<file path="config.mk">
export PLATFORM = sky130hd
export DESIGN_NAME = timer_compare
export DESIGN_NICKNAME = d
export VERILOG_FILES = /design/src/timer_pkg.sv /design/src/timer_compare.sv
export SDC_FILE = /design/constraint.sdc
export NUM_CORES = 1
export LEC_CHECK = 0
export BUFFER_PORTS_ARGS = -buffer_cell sky130_fd_sc_hd__buf_2
export CAP_MARGIN = 10
export CELL_PAD_IN_SITES_DETAIL_PLACEMENT = 0
export CELL_PAD_IN_SITES_GLOBAL_PLACEMENT = 1
export CORE_AREA = 2 2 118 120
export CTS_CLUSTER_DIAMETER = 50
export DETAILED_ROUTE_END_ITERATION = 12
export DIE_AREA = 0 0 120 122
export HOLD_SLACK_MARGIN = 0.15
export PLACE_DENSITY_LB_ADDON = 0.1
export SYNTH_ARGS = -nofsm -noshare
export SYNTH_HDL_FRONTEND = slang
export SYNTH_SLANG_ARGS = --single-unit
</file>
<file path="constraint.sdc">
create_clock -name clk_sys -period 3.9 [get_ports clk_sys]
set_input_delay 0 -clock clk_sys [delete_from_list [all_inputs] [get_ports clk_sys]]
set_output_delay 0 -clock clk_sys [all_outputs]
set_load 0.01 [all_outputs]
</file>
<file path="src/timer_pkg.sv">
package timer_pkg;

  // Register index map, 8-bit data, one register per address
  localparam logic [3:0] ADDR_CTRL_ONE = 4'h0;
  localparam logic [3:0] ADDR_CTRL_TWO = 4'h1;
  localparam logic [3:0] ADDR_STATUS = 4'h2;
  localparam logic [3:0] ADDR_CMP1_HI = 4'h3;
  localparam logic [3:0] ADDR_CMP1_LO = 4'h4;
  localparam logic [3:0] ADDR_CMP2_HI = 4'h5;
  localparam logic [3:0] ADDR_CMP2_LO = 4'h6;
  localparam logic [3:0] ADDR_CAP1_HI = 4'h7;
  localparam logic [3:0] ADDR_CAP1_LO = 4'h8;
  localparam logic [3:0] ADDR_CAP2_HI = 4'h9;
  localparam logic [3:0] ADDR_CAP2_LO = 4'ha;
  localparam logic [3:0] ADDR_CNT_HI = 4'hb;
  localparam logic [3:0] ADDR_CNT_LO = 4'hc;

  // control_reg_one fields
  localparam int C1_CAP_IRQ_EN = 7;
  localparam int C1_CMP_IRQ_EN = 6;
  localparam int C1_FORCE_TWO = 5;
  localparam int C1_FORCE_ONE = 4;
  localparam int C1_LEVEL_TWO = 2;
  localparam int C1_EDGE_ONE = 1;
  localparam int C1_LEVEL_ONE = 0;

  // control_reg_two fields
  localparam int C2_PIN_EN_ONE = 7;
  localparam int C2_PIN_EN_TWO = 6;
  localparam int C2_PWM = 5;
  localparam int C2_SINGLE_PULSE = 4;
  localparam int C2_CLK_SEL_HI = 3;
  localparam int C2_CLK_SEL_LO = 2;
  localparam int C2_EDGE_TWO = 1;
  localparam int C2_EXT_EDGE = 0;

  // timer_status_reg fields
  localparam int SR_CAP_FLAG_ONE = 7;
  localparam int SR_CMP_FLAG_ONE = 6;
  localparam int SR_CAP_FLAG_TWO = 4;
  localparam int SR_CMP_FLAG_TWO = 3;

  // Reset and reload values
  localparam logic [7:0] CTRL_RESET = 8'h00;
  localparam logic [15:0] CMP_RESET = 16'h8000;
  localparam logic [15:0] CNT_RESET = 16'hfffc;
  localparam logic [15:0] CAP_PULSE_VALUE = 16'hfffd;
  localparam logic [15:0] CAP_RESET = 16'h0000;

  // Clock select codes and prescale_factor masks
  localparam logic [1:0] CLK_DIV4 = 2'h0;
  localparam logic [1:0] CLK_DIV2 = 2'h1;
  localparam logic [1:0] CLK_DIV8 = 2'h2;
  localparam logic [1:0] CLK_EXT = 2'h3;
  localparam logic [2:0] DIV2_MASK = 3'h1;
  localparam logic [2:0] DIV4_MASK = 3'h3;
  localparam logic [2:0] DIV8_MASK = 3'h7;

  typedef struct packed {
    logic [3:0] addr;
    logic [7:0] wdata;
    logic wr;
    logic rd;
  } reg_req_s;

  typedef enum {MODE_COMPARE, MODE_SINGLE_PULSE, MODE_PWM} timer_mode_e;

endpackage : timer_pkg

</file>
<file path="src/timer_compare.sv">
// Our own choices: strobed register access and the placing of the registers.
`timescale 1ns/1ps
module timer_compare
  import timer_pkg::*;
(
  input wire logic clk_sys,
  input wire logic rst_b,
  input wire reg_req_s reg_req,
  output logic [7:0] reg_rdata,
  input wire logic cpu_int_mask,
  input wire logic capture_in_one,
  input wire logic capture_in_two,
  input wire logic ext_clock_pin,
  output logic [1:0] compare_out_pin,
  output logic [1:0] compare_out_en,
  output logic timer_irq
);

  // Edge detector shared by the capture and external clock inputs
  function automatic logic edge_seen(input logic prev, input logic cur, input logic rising);
    edge_seen = rising ? (cur & ~prev) : (prev & ~cur);
  endfunction : edge_seen

  logic [7:0] control_reg_one;
  logic [7:0] control_reg_two;
  logic [15:0] compare_value_one;
  logic [15:0] compare_value_two;
  logic [15:0] capture_value_one;
  logic [15:0] capture_value_two;
  logic [15:0] counter;
  logic [1:0] inhibit;
  logic compare_flag_one, compare_flag_two, capture_flag_one, capture_flag_two;
  logic arm_cf1, arm_cf2, arm_capture_flag_one, arm_capture_flag_two;
  logic [1:0] sync_cap1, sync_cap2, sync_ext;
  logic prev_cap1, prev_cap2, prev_ext;
  logic [2:0] prescale;
  logic fresh;
  logic tick;
  logic [1:0] match_hit;
  timer_mode_e mode;

  // Bus decode
  logic wr_c1, wr_c2, wr_cmp1_hi, wr_cmp2_hi, rd_status;
  logic acc_cmp1_lo, acc_cmp2_lo, acc_cap1_lo, acc_cap2_lo, acc_cnt_lo;
  assign wr_c1 = reg_req.wr && reg_req.addr == ADDR_CTRL_ONE;
  assign wr_c2 = reg_req.wr && reg_req.addr == ADDR_CTRL_TWO;
  assign wr_cmp1_hi = reg_req.wr && reg_req.addr == ADDR_CMP1_HI;
  assign wr_cmp2_hi = reg_req.wr && reg_req.addr == ADDR_CMP2_HI;
  assign rd_status = reg_req.rd && reg_req.addr == ADDR_STATUS;
  assign acc_cmp1_lo = (reg_req.wr || reg_req.rd) && reg_req.addr == ADDR_CMP1_LO;
  assign acc_cmp2_lo = (reg_req.wr || reg_req.rd) && reg_req.addr == ADDR_CMP2_LO;
  assign acc_cap1_lo = (reg_req.wr || reg_req.rd) && reg_req.addr == ADDR_CAP1_LO;
  assign acc_cap2_lo = (reg_req.wr || reg_req.rd) && reg_req.addr == ADDR_CAP2_LO;
  assign acc_cnt_lo = (reg_req.wr || reg_req.rd) && reg_req.addr == ADDR_CNT_LO;

  // Mode resolution; PWM outranks single pulse
  always_comb begin
    if (control_reg_two[C2_PWM]) begin
      mode = MODE_PWM;
    end else if (control_reg_two[C2_SINGLE_PULSE]) begin
      mode = MODE_SINGLE_PULSE;
    end else begin
      mode = MODE_COMPARE;
    end
  end

  // Pin synchronisers, two flops before any edge logic
  always_ff @(posedge clk_sys or negedge rst_b) begin
    if (!rst_b) begin
      sync_cap1 <= 2'h0;
      sync_cap2 <= 2'h0;
      sync_ext <= 2'h0;
      prev_cap1 <= 1'b0;
      prev_cap2 <= 1'b0;
      prev_ext <= 1'b0;
    end else begin
      sync_cap1 <= {sync_cap1[0], capture_in_one};
      sync_cap2 <= {sync_cap2[0], capture_in_two};
      sync_ext <= {sync_ext[0], ext_clock_pin};
      prev_cap1 <= sync_cap1[1];
      prev_cap2 <= sync_cap2[1];
      prev_ext <= sync_ext[1];
    end
  end

  logic cap1_edge, cap2_edge, ext_edge;
  assign cap1_edge = edge_seen(prev_cap1, sync_cap1[1], control_reg_one[C1_EDGE_ONE]);
  assign cap2_edge = edge_seen(prev_cap2, sync_cap2[1], control_reg_two[C2_EDGE_TWO]);
  assign ext_edge = edge_seen(prev_ext, sync_ext[1], control_reg_two[C2_EXT_EDGE]);

  // Single-pulse trigger; capture one is cut off in PWM mode
  logic opm_trigger;
  assign opm_trigger = cap1_edge && mode == MODE_SINGLE_PULSE;

  // Free-running prescaler; masking avoids a restart glitch on reselect
  always_ff @(posedge clk_sys or negedge rst_b) begin
    if (!rst_b) begin
      prescale <= 3'h0;
    end else begin
      prescale <= prescale + 3'h1;
    end
  end

  // Timer tick source
  always_comb begin
    unique case (control_reg_two[C2_CLK_SEL_HI:C2_CLK_SEL_LO])
      CLK_DIV2: tick = (prescale & DIV2_MASK) == DIV2_MASK;
      CLK_DIV4: tick = (prescale & DIV4_MASK) == DIV4_MASK;
      CLK_DIV8: tick = (prescale & DIV8_MASK) == DIV8_MASK;
      CLK_EXT: tick = ext_edge;
    endcase
  end

  // Counter; FFFCh is the sole reload value
  always_ff @(posedge clk_sys or negedge rst_b) begin
    if (!rst_b) begin
      counter <= CNT_RESET;
    end else if (opm_trigger || acc_cnt_lo) begin
      counter <= CNT_RESET;
    end else if (tick) begin
      counter <= counter + 16'h0001;
    end
  end

  // Marks the one cycle after each counter change, so equality fires once
  always_ff @(posedge clk_sys or negedge rst_b) begin
    if (!rst_b) begin
      fresh <= 1'b0;
    end else begin
      fresh <= opm_trigger || acc_cnt_lo || tick;
    end
  end

  // Comparators, each gated by its own half-write inhibit
  assign match_hit[0] = fresh && !inhibit[0] && counter == compare_value_one;
  assign match_hit[1] = fresh && !inhibit[1] && counter == compare_value_two;

  // Compare value registers; only the bus writes them
  always_ff @(posedge clk_sys or negedge rst_b) begin
    if (!rst_b) begin
      compare_value_one <= CMP_RESET;
      compare_value_two <= CMP_RESET;
    end else if (reg_req.wr) begin
      unique case (reg_req.addr)
        ADDR_CMP1_HI: compare_value_one[15:8] <= reg_req.wdata;
        ADDR_CMP1_LO: compare_value_one[7:0] <= reg_req.wdata;
        ADDR_CMP2_HI: compare_value_two[15:8] <= reg_req.wdata;
        ADDR_CMP2_LO: compare_value_two[7:0] <= reg_req.wdata;
        default: ;
      endcase
    end
  end

  // Half-write inhibit, lifted by the low byte write
  always_ff @(posedge clk_sys or negedge rst_b) begin
    if (!rst_b) begin
      inhibit <= 2'h0;
    end else begin
      if (wr_cmp1_hi) begin
        inhibit[0] <= 1'b1;
      end else if (reg_req.wr && reg_req.addr == ADDR_CMP1_LO) begin
        inhibit[0] <= 1'b0;
      end
      if (wr_cmp2_hi) begin
        inhibit[1] <= 1'b1;
      end else if (reg_req.wr && reg_req.addr == ADDR_CMP2_LO) begin
        inhibit[1] <= 1'b0;
      end
    end
  end

  // Control registers; force bits are strobes and never stored
  always_ff @(posedge clk_sys or negedge rst_b) begin
    if (!rst_b) begin
      control_reg_one <= CTRL_RESET;
      control_reg_two <= CTRL_RESET;
    end else begin
      if (wr_c1) begin
        control_reg_one <= reg_req.wdata & ~(8'h01 << C1_FORCE_ONE) & ~(8'h01 << C1_FORCE_TWO);
      end
      if (wr_c2) begin
        control_reg_two <= reg_req.wdata;
      end
    end
  end

  logic force_one, force_two;
  assign force_one = wr_c1 && reg_req.wdata[C1_FORCE_ONE] && mode == MODE_COMPARE;
  assign force_two = wr_c1 && reg_req.wdata[C1_FORCE_TWO] && mode == MODE_COMPARE;

  // Flag set terms per mode
  logic set_cf1, set_cf2, set_capture_flag_one, set_capture_flag_two;
  assign set_cf1 = match_hit[0] && mode == MODE_COMPARE;
  assign set_cf2 = match_hit[1] && mode != MODE_PWM;
  assign set_capture_flag_one = cap1_edge && mode != MODE_PWM;
  assign set_capture_flag_two = cap2_edge;

  // Clear arming: a status read while the flag is set
  always_ff @(posedge clk_sys or negedge rst_b) begin
    if (!rst_b) begin
      arm_cf1 <= 1'b0;
      arm_cf2 <= 1'b0;
      arm_capture_flag_one <= 1'b0;
      arm_capture_flag_two <= 1'b0;
    end else if (rd_status) begin
      arm_cf1 <= compare_flag_one;
      arm_cf2 <= compare_flag_two;
      arm_capture_flag_one <= capture_flag_one;
      arm_capture_flag_two <= capture_flag_two;
    end else begin
      if (acc_cmp1_lo) arm_cf1 <= 1'b0;
      if (acc_cmp2_lo) arm_cf2 <= 1'b0;
      if (acc_cap1_lo) arm_capture_flag_one <= 1'b0;
      if (acc_cap2_lo) arm_capture_flag_two <= 1'b0;
    end
  end

  // Sticky flags; a new event wins over a clear in the same cycle
  always_ff @(posedge clk_sys or negedge rst_b) begin
    if (!rst_b) begin
      compare_flag_one <= 1'b0;
      compare_flag_two <= 1'b0;
      capture_flag_one <= 1'b0;
      capture_flag_two <= 1'b0;
    end else begin
      if (set_cf1) compare_flag_one <= 1'b1;
      else if (arm_cf1 && acc_cmp1_lo) compare_flag_one <= 1'b0;
      if (set_cf2) compare_flag_two <= 1'b1;
      else if (arm_cf2 && acc_cmp2_lo) compare_flag_two <= 1'b0;
      if (set_capture_flag_one) capture_flag_one <= 1'b1;
      else if (arm_capture_flag_one && acc_cap1_lo) capture_flag_one <= 1'b0;
      if (set_capture_flag_two) capture_flag_two <= 1'b1;
      else if (arm_capture_flag_two && acc_cap2_lo) capture_flag_two <= 1'b0;
    end
  end

  // Capture values; trigger loads the fixed pulse value
  always_ff @(posedge clk_sys or negedge rst_b) begin
    if (!rst_b) begin
      capture_value_one <= CAP_RESET;
      capture_value_two <= CAP_RESET;
    end else begin
      if (opm_trigger) begin
        capture_value_one <= CAP_PULSE_VALUE;
      end else if (cap1_edge && mode == MODE_COMPARE) begin
        capture_value_one <= counter;
      end
      if (cap2_edge) begin
        capture_value_two <= counter;
      end
    end
  end

  // Output latch one; single pulse starts on trigger and ends on match
  always_ff @(posedge clk_sys or negedge rst_b) begin
    if (!rst_b) begin
      compare_out_pin[0] <= 1'b0;
    end else begin
      unique case (mode)
        MODE_SINGLE_PULSE: begin
          if (opm_trigger) begin
            compare_out_pin[0] <= control_reg_one[C1_LEVEL_TWO];
          end else if (match_hit[0]) begin
            compare_out_pin[0] <= control_reg_one[C1_LEVEL_ONE];
          end
        end
        MODE_COMPARE: begin
          if (force_one || (match_hit[0] && control_reg_two[C2_PIN_EN_ONE])) begin
            compare_out_pin[0] <= control_reg_one[C1_LEVEL_ONE];
          end
        end
        MODE_PWM: ;
      endcase
    end
  end

  // Output latch two; level two belongs to the pulse in single-pulse mode
  always_ff @(posedge clk_sys or negedge rst_b) begin
    if (!rst_b) begin
      compare_out_pin[1] <= 1'b0;
    end else if (mode == MODE_COMPARE) begin
      if (force_two || (match_hit[1] && control_reg_two[C2_PIN_EN_TWO])) begin
        compare_out_pin[1] <= control_reg_one[C1_LEVEL_TWO];
      end
    end
  end

  // Pin ownership; when clear the port logic keeps the pin
  assign compare_out_en[0] = control_reg_two[C2_PIN_EN_ONE];
  assign compare_out_en[1] = control_reg_two[C2_PIN_EN_TWO];

  // Shared timer request, gated by the CPU mask
  assign timer_irq = !cpu_int_mask &&
    ((control_reg_one[C1_CMP_IRQ_EN] && (compare_flag_one || compare_flag_two)) ||
     (control_reg_one[C1_CAP_IRQ_EN] && (capture_flag_one || capture_flag_two)));

  // Read data, valid the cycle after the strobe only
  logic [7:0] status_byte;
  assign status_byte = (8'(capture_flag_one) << SR_CAP_FLAG_ONE) |
                       (8'(compare_flag_one) << SR_CMP_FLAG_ONE) |
                       (8'(capture_flag_two) << SR_CAP_FLAG_TWO) |
                       (8'(compare_flag_two) << SR_CMP_FLAG_TWO);
  always_ff @(posedge clk_sys or negedge rst_b) begin
    if (!rst_b) begin
      reg_rdata <= 8'h00;
    end else if (reg_req.rd) begin
      unique case (reg_req.addr)
        ADDR_CTRL_ONE: reg_rdata <= control_reg_one;
        ADDR_CTRL_TWO: reg_rdata <= control_reg_two;
        ADDR_STATUS: reg_rdata <= status_byte;
        ADDR_CMP1_HI: reg_rdata <= compare_value_one[15:8];
        ADDR_CMP1_LO: reg_rdata <= compare_value_one[7:0];
        ADDR_CMP2_HI: reg_rdata <= compare_value_two[15:8];
        ADDR_CMP2_LO: reg_rdata <= compare_value_two[7:0];
        ADDR_CAP1_HI: reg_rdata <= capture_value_one[15:8];
        ADDR_CAP1_LO: reg_rdata <= capture_value_one[7:0];
        ADDR_CAP2_HI: reg_rdata <= capture_value_two[15:8];
        ADDR_CAP2_LO: reg_rdata <= capture_value_two[7:0];
        ADDR_CNT_HI: reg_rdata <= counter[15:8];
        ADDR_CNT_LO: reg_rdata <= counter[7:0];
        default: reg_rdata <= 8'h00; // Unmapped reads zero
      endcase
    end else begin
      reg_rdata <= 8'h00;
    end
  end
endmodule : timer_compare

</file>
==> results.yml, run 1 <==
clock_network:
  cts_buffer_depth: 2
  clockRootBuffer: "clkbuf_16"
  cts.sinks: 127
  numCtsBuffers: 17
  cts_setup_buffers: 0
  cts_tree: "yes"
  cts_max_level: 4
  clk_latency_ns: 0.42
  cts.clk_slew.worst_paths_ns: 0.06
  hold_buffers: 15
  ctsResizeCount: 0
sta:
  worst_pin_slew_ns: 1.04
  rsz0062_at_grt: "no"
  setup_tns_ns: 0
  skew_ns: 0.00710
  finalCritPeriodShare: 0.556
  max_freq_mhz: 461
  setup_violations: 0
  fin_crit_ns: 2.17
  final-hold-violation-count: 0
  slew_headroom: 0.307
  timing.final.ws_setup_ns: 1.73
  drv_slew: 0
layout:
  multi_input_comb_area_um2: 3070
  fin_nets: 669
  syn_to_final_growth_pct: 14.3
  nFillCells: 1200
  final_cells: 839
  diodes: 0
  seqCellArea_um2: 3200
  drive_gt1_frac: 0.249
  final_area_um2: 7470
grt:
  grt_max_degree: 100
  grt_pass1_wl_um: 30100
  grt_pass1_vias: 5122
  track_usage: 0.279
  grt_remaining_overflow: 0
  antenna_found_initial: 0
power_and_ir_drop:
  ir_drop_v: 0.000364
  clockPowerShare: 0.301
  swShare: 0.356
  leakagePower_nw: 3.09
  p_int_mw: 3.21
  p_sw_mw: 1.77
  comb_power_share: 0.242
  power_density_nw_per_um2: 666
  power_frac_seq: 0.458
yosys:
  ys_warn_count: 0
  ys.flop_type: "dfrtp_1"
  synth.distinct_cells: 67
  netlist_instances: 622
  syn-num-nets: 645
  synthArstFlopShare: 1.00
  syn_avg_cell_area_um2: 10.5
  synth-edff-count: 0
  yosys_register_bits: 127
  yosysSeqAreaShare: 0.490
  syn-cell-area_um2: 6530
min_path:
  hold-path-endpoint: "reg_rdata[5]"
  hold_class: "input port to register"
  whs_path_depth: 3
  hp-start: "reg_req[13]"
drt:
  drt_iter0_drc: 486
  viasPerCell: 6.03
  drc: 0
  first_pass_iters: 6
  wl_um: 19100
  ant_nets: 0
  wl_per_cell_um: 22.8
  vias: 5058
worst_setup_path:
  cp.arrival_ns: 2.48
  r2r-start: "control_reg_one[1]"
  worst_setup_path_end_kind: "register"
  worstPathMaxFanout: 34
  required_ns: 4.21
  r2r_slack_ns: 1.73
  rr_worst_depth: 6
  r2r-end: "compare_out_pin[0]"
  path_class: "register to register"
  start_kind: "register"
floorplan:
  ios: 33
  die_h_um: 122
  die_x_um: 120
  start_util: 0.484
  row_count: 43
  dieArea_um2: 14600
  coreArea_um2: 13500
place:
  post-place-ws_ns: 1.59
  placed_area_um2: 6760
  routabilityCongestion: 0.951
  placedCellCount: 792
  hpwlAfterDp_um: 13100
  port_buffers: 32
run_status:
  outcome: "finished clean"
flow_run:
  maxCapViolations: 0
kinds of logic after synthesis:
logic type / Yosys count / share of synthesized area
compound gates: 132 / 0.142
simple gates: 181 / 0.137
mux: 79 / 0.135
buf+inv: 63 / 0.0414
flops: 127 / 0.490
fa+ha+maj: 3 / 0.00575
xor+xnor: 37 / 0.0496
power groups by stage:
stage               sequential [mW]  clock, mW  combinational, mW
detailed placement             2.29          0               1.18
finish                         2.28       1.50               1.20
global route                   2.32       1.58               1.35
global placement               2.28          0               1.15
CTS                            2.27       1.52               1.20
floorplan                      1.90          0               1.08
worst max-delay path: stages (launching register included):
cell	delay [ns]
dfrtp_1	0.40
or3b_1	0.42
a21oi_4	0.13
buf_4	0.34
nand2_1	0.18
mux2_2	0.31
mux2_2	0.26
placed cells by master, fill, tap and decap left out, types with 9 or more instances in the layout:
| cell | netlist | layout |
|---|---|---|
| a22oi_1 | 9 | 9 |
| o21ai_0 | 20 | 20 |
| nand4_1 | 11 | 11 |
| inv_1 | 14 | 14 |
| nor2b_1 | 10 | 10 |
| nand3_1 | 15 | 15 |
| nor2_1 | 55 | 55 |
| xnor2_1 | 25 | 25 |
| xor2_1 | 12 | 12 |
| nand2_1 | 40 | 40 |
| and3_1 | 9 | 9 |
| clkbuf_16 | 0 | 17 |
| mux2i_1 | 14 | 14 |
| a21oi_1 | 36 | 35 |
| buf_2 | 18 | 31 |
| dlygate4sd3_1 | 0 | 15 |
| mux2_2 | 64 | 64 |
| dfrtp_1 | 111 | 111 |
| dfstp_2 | 16 | 16 |
sequential cells by signal, indices dropped and copies added, names as in the netlist, 2 cells and up:
name,flops
counter,16
control_reg_one,6
capture_value_one,16
control_reg_two,8
prescale,3
capture_value_two,16
sync_cap2,2
sync_cap1,2
compare_value_two,16
inhibit,2
reg_rdata,8
compare_value_one,16
compare_out_pin,2
sync_ext,2
layout make-up:
cell class                 instances  area share
sequential                       127       0.428
multi-input combinational        432       0.411
clock buffer                      19      0.0593
timing repair buffer              54      0.0494
tap                              180      0.0302
clock inverter                    13      0.0152
inverter                          14     0.00704
worst max-delay path by stage:
stage	from	end	slack (ns)
after detailed placement	reg_req[12]	compare_value_two[2]	1.59
after CTS	sync_cap1[1]	compare_out_pin[0]	1.72
after global placement	reg_req[12]	compare_value_two[0]	1.62
after floorplan	counter[9]	compare_out_pin[1]	2.02
final	control_reg_one[1]	compare_out_pin[0]	1.73
after global routing	counter[4]	compare_out_pin[1]	1.58
metrics by stage:
step            util  total power, mW  hold slack [ns]
2_1_floorplan      -             2.99           -0.296
3_3_place_gp   0.501             3.44            0.110
3_5_place_dp   0.501             3.47            0.109
4_1_cts        0.553             4.99            0.186
5_1_grt        0.553             5.25            0.207
6_report       0.553             4.98            0.215
layer usage:
layer | GRT usage | up-vias | wire (um)
met3 | 0.0632 | 42 | 1120
met1 | 0.377 | 2543 | 8300
met5 | 0 | - | 0
li1 | - | 2286 | -
met4 | 0.112 | 0 | 583
met2 | 0.439 | 187 | 9120
synthesized netlist by cell type (3+ instances only):
cell type  number  area (um^2)
a32oi_1         6         52.6
a211oi_1        4         30.0
a221oi_1        3         26.3
nor3_1          8         40.0
mux2i_1        14          140
buf_2          18         90.1
or2_2           4         25.0
o22ai_1         4         25.0
xnor2_1        25          219
nand2b_1        5         31.3
o2bb2ai_1       3         26.3
a21oi_1        36          180
a22oi_1         9         67.6
a31oi_1         3         18.8
and3_1          9         56.3
o211ai_1        3         22.5
nand3b_1        6         45.0
mux2_2         64          721
ha_1            3         37.5
nor2b_1        10         62.6
nor2_1         55          206
a41oi_1         3         26.3
dfstp_2        16          420
o21ai_0        20          100
nand2_1        40          150
nand3_1        15         75.1
xor2_1         12          105
a21o_1          5         37.5
nand4_1        11         68.8
a32o_1          6         60.1
nor4_1          3         18.8
clkbuf_1       26         97.6
dfrtp_1       111         2780
nor3b_1         3         22.5
inv_1          14         52.6
(Power assumes the default switching activity.)
==> inputs of run 2 (changes only) <==
Settings changed: CORE_AREA 2 2 118 120 to 2 2 119 121, DIE_AREA 0 0 120 122 to 0 0 121 123.
Clock period 3.9 ns to 2.08 ns, I/O delays scaled along.
==> run 2 against run 1 <==
Critical path depth shrank 1. First-iteration DRC count grew 8.2%. Flip-flop and latch count is the same. Largest cell class unchanged. Non-clock buffer count grew 32. Critical path type unchanged. Sequential share of layout area shrank 1.9 points. Core utilization grew 2.1 points. Clock skew grew 0.00085 ns. Register-to-register slack lost 1.6 ns. Sequential power grew 81%. Worst hold slack lost 0.049 ns. Clock power grew 110%. Largest power group unchanged.
==> results.yml, run 2 (synthesized netlist as in run 1, its figures left out) <==
sta:
  skew_ns: 0.00794
  drv_slew: 0
  setup_violations: 0
  max_freq_mhz: 514
  rsz0062_at_grt: "no"
  finalCritPeriodShare: 0.934
  setup_tns_ns: 0
  worst_pin_slew_ns: 0.692
  fin_crit_ns: 1.94
  slew_headroom: 0.538
  final-hold-violation-count: 0
clock_network:
  cts.sinks: 127
  cts_tree: "yes"
  cts.clk_slew.worst_paths_ns: 0.06
  cts_setup_buffers: 0
  cts_buffer_depth: 2
  clockRootBuffer: "clkbuf_16"
  numCtsBuffers: 17
  ctsResizeCount: 0
  clk_latency_ns: 0.42
  cts_max_level: 4
drt:
  drt_iter0_drc: 526
  first_pass_iters: 5
  viasPerCell: 5.96
  ant_nets: 0
  vias: 5195
  wl_um: 20500
  drc: 0
  wl_per_cell_um: 23.5
power_and_ir_drop:
  p_sw_mw: 3.39
  power_density_nw_per_um2: 1260
  swShare: 0.345
  ir_drop_v: 0.000715
  clockPowerShare: 0.317
  p_int_mw: 6.45
  power_frac_seq: 0.418
  comb_power_share: 0.264
  leakagePower_nw: 3.30
layout:
  final_util: 0.574
  nFillCells: 1208
  mostFrequentLayoutCell: "dfrtp_1"
  syn_to_final_growth_pct: 19.7
  fin_nets: 701
  diodes: 0
  drive_gt1_frac: 0.284
  final_cell_mix: "dfrtp_1, mux2_2, nor2_1, nand2_1"
floorplan:
  dieArea_um2: 14900
  row_count: 43
  ios: 33
  start_util: 0.480
  die_x_um: 121
  coreArea_um2: 13600
  die_h_um: 123
worst_setup_path:
  rr_worst_depth: 5
  cp.arrival_ns: 2.30
  start_kind: "register"
  crit_start: "control_reg_two[0]"
  worstPathMaxFanout: 9
  r2r-end: "counter[11]"
  r2r-start: "control_reg_two[0]"
  endpoint: "counter[11]"
  worst_setup_path_end_kind: "register"
  path_class: "register to register"
  r2r_slack_ns: 0.14
  required_ns: 2.43
run_status:
  outcome: "finished clean"
place:
  hpwlAfterDp_um: 14800
  port_buffers: 32
  routabilityCongestion: 0.928
grt:
  grt_pass1_wl_um: 31800
  antenna_found_initial: 0
  grt_pass1_vias: 5152
  grt_max_degree: 71
  track_usage: 0.295
  grt_remaining_overflow: 0
min_path:
  hold_class: "input port to asynchronous set/reset pin"
flow_run:
  maxCapViolations: 0
## run 2: how the worst min path moves through the flow
| stage | startpoint | endpoint | slack [ns] | cells past startpoint |
|---|---|---|---|---|
| after detailed placement | rst_b | capture_value_one[4] | 0.07 | 1 |
| final | rst_b | capture_value_one[4] | 0.17 | 2 |
| after floorplan | rst_b | arm_capture_flag_one | -0.30 | 0 |
| after CTS | reg_req[11] | reg_rdata[7] | 0.16 | 4 |
| after global routing | reg_req[11] | reg_rdata[7] | 0.20 | 4 |
| after global placement | rst_b | capture_value_one[4] | 0.06 | 1 |
## run 2: timing repair
action,4_1_cts,5_1_grt
hold endpoints to repair,186,0
endpoints found under the setup margin,0,0
hold buffers,16,0
## run 2: power by group through the flow
stage / logic [mW] / clock network, mW / registers (mW)
global route: 2.85 / 3.29 / 4.20
global placement: 2.52 / 0 / 4.12
finish: 2.60 / 3.12 / 4.12
floorplan: 2.03 / 0 / 3.57
detailed placement: 2.54 / 0 / 4.13
CTS: 2.59 / 3.15 / 4.10
## run 2: cell type report
class / instances / area [um^2] / area share
clock inverter: 12 / 158 / 0.0202
timing repair buffer: 86 / 649 / 0.0831
multi-input combinational: 432 / 3070 / 0.392
inverter: 14 / 52.6 / 0.00672
tap: 180 / 225 / 0.0288
clock buffer: 20 / 467 / 0.0597
sequential: 127 / 3200 / 0.409
## run 2: layer usage
| metal | global-route usage | wire, um | vias up |
|---|---|---|---|
| met4 | 0.108 | 619 | 0 |
| met1 | 0.424 | 9350 | 2599 |
| li1 | - | - | 2345 |
| met2 | 0.445 | 9180 | 215 |
| met3 | 0.0558 | 1350 | 36 |
| met5 | 0 | 0 | - |
## run 2: worst max-delay path, cell delays in order (launching register included)
cell and delay (ns):
dfrtp_1 0.40, or3b_4 0.41, a31oi_4 0.35, o21ai_2 0.18, or4_1 0.43, nand3_1 0.10
## run 2: per-stage QoR
stage | cell area, um^2 | cells | power, mW | hold WS [ns] | setup slack [ns]
finish | 7820 | 871 | 9.83 | 0.167 | 0.136
global route | 7820 | 871 | 10.3 | 0.199 | 0.0138
CTS | 7820 | 871 | 9.83 | 0.159 | 0.151
detailed placement | 7030 | 823 | 6.67 | 0.0676 | 0.166
global placement | 7030 | 823 | 6.64 | 0.0644 | 0.202
floorplan | 6530 | 622 | 5.60 | -0.296 | 0.200
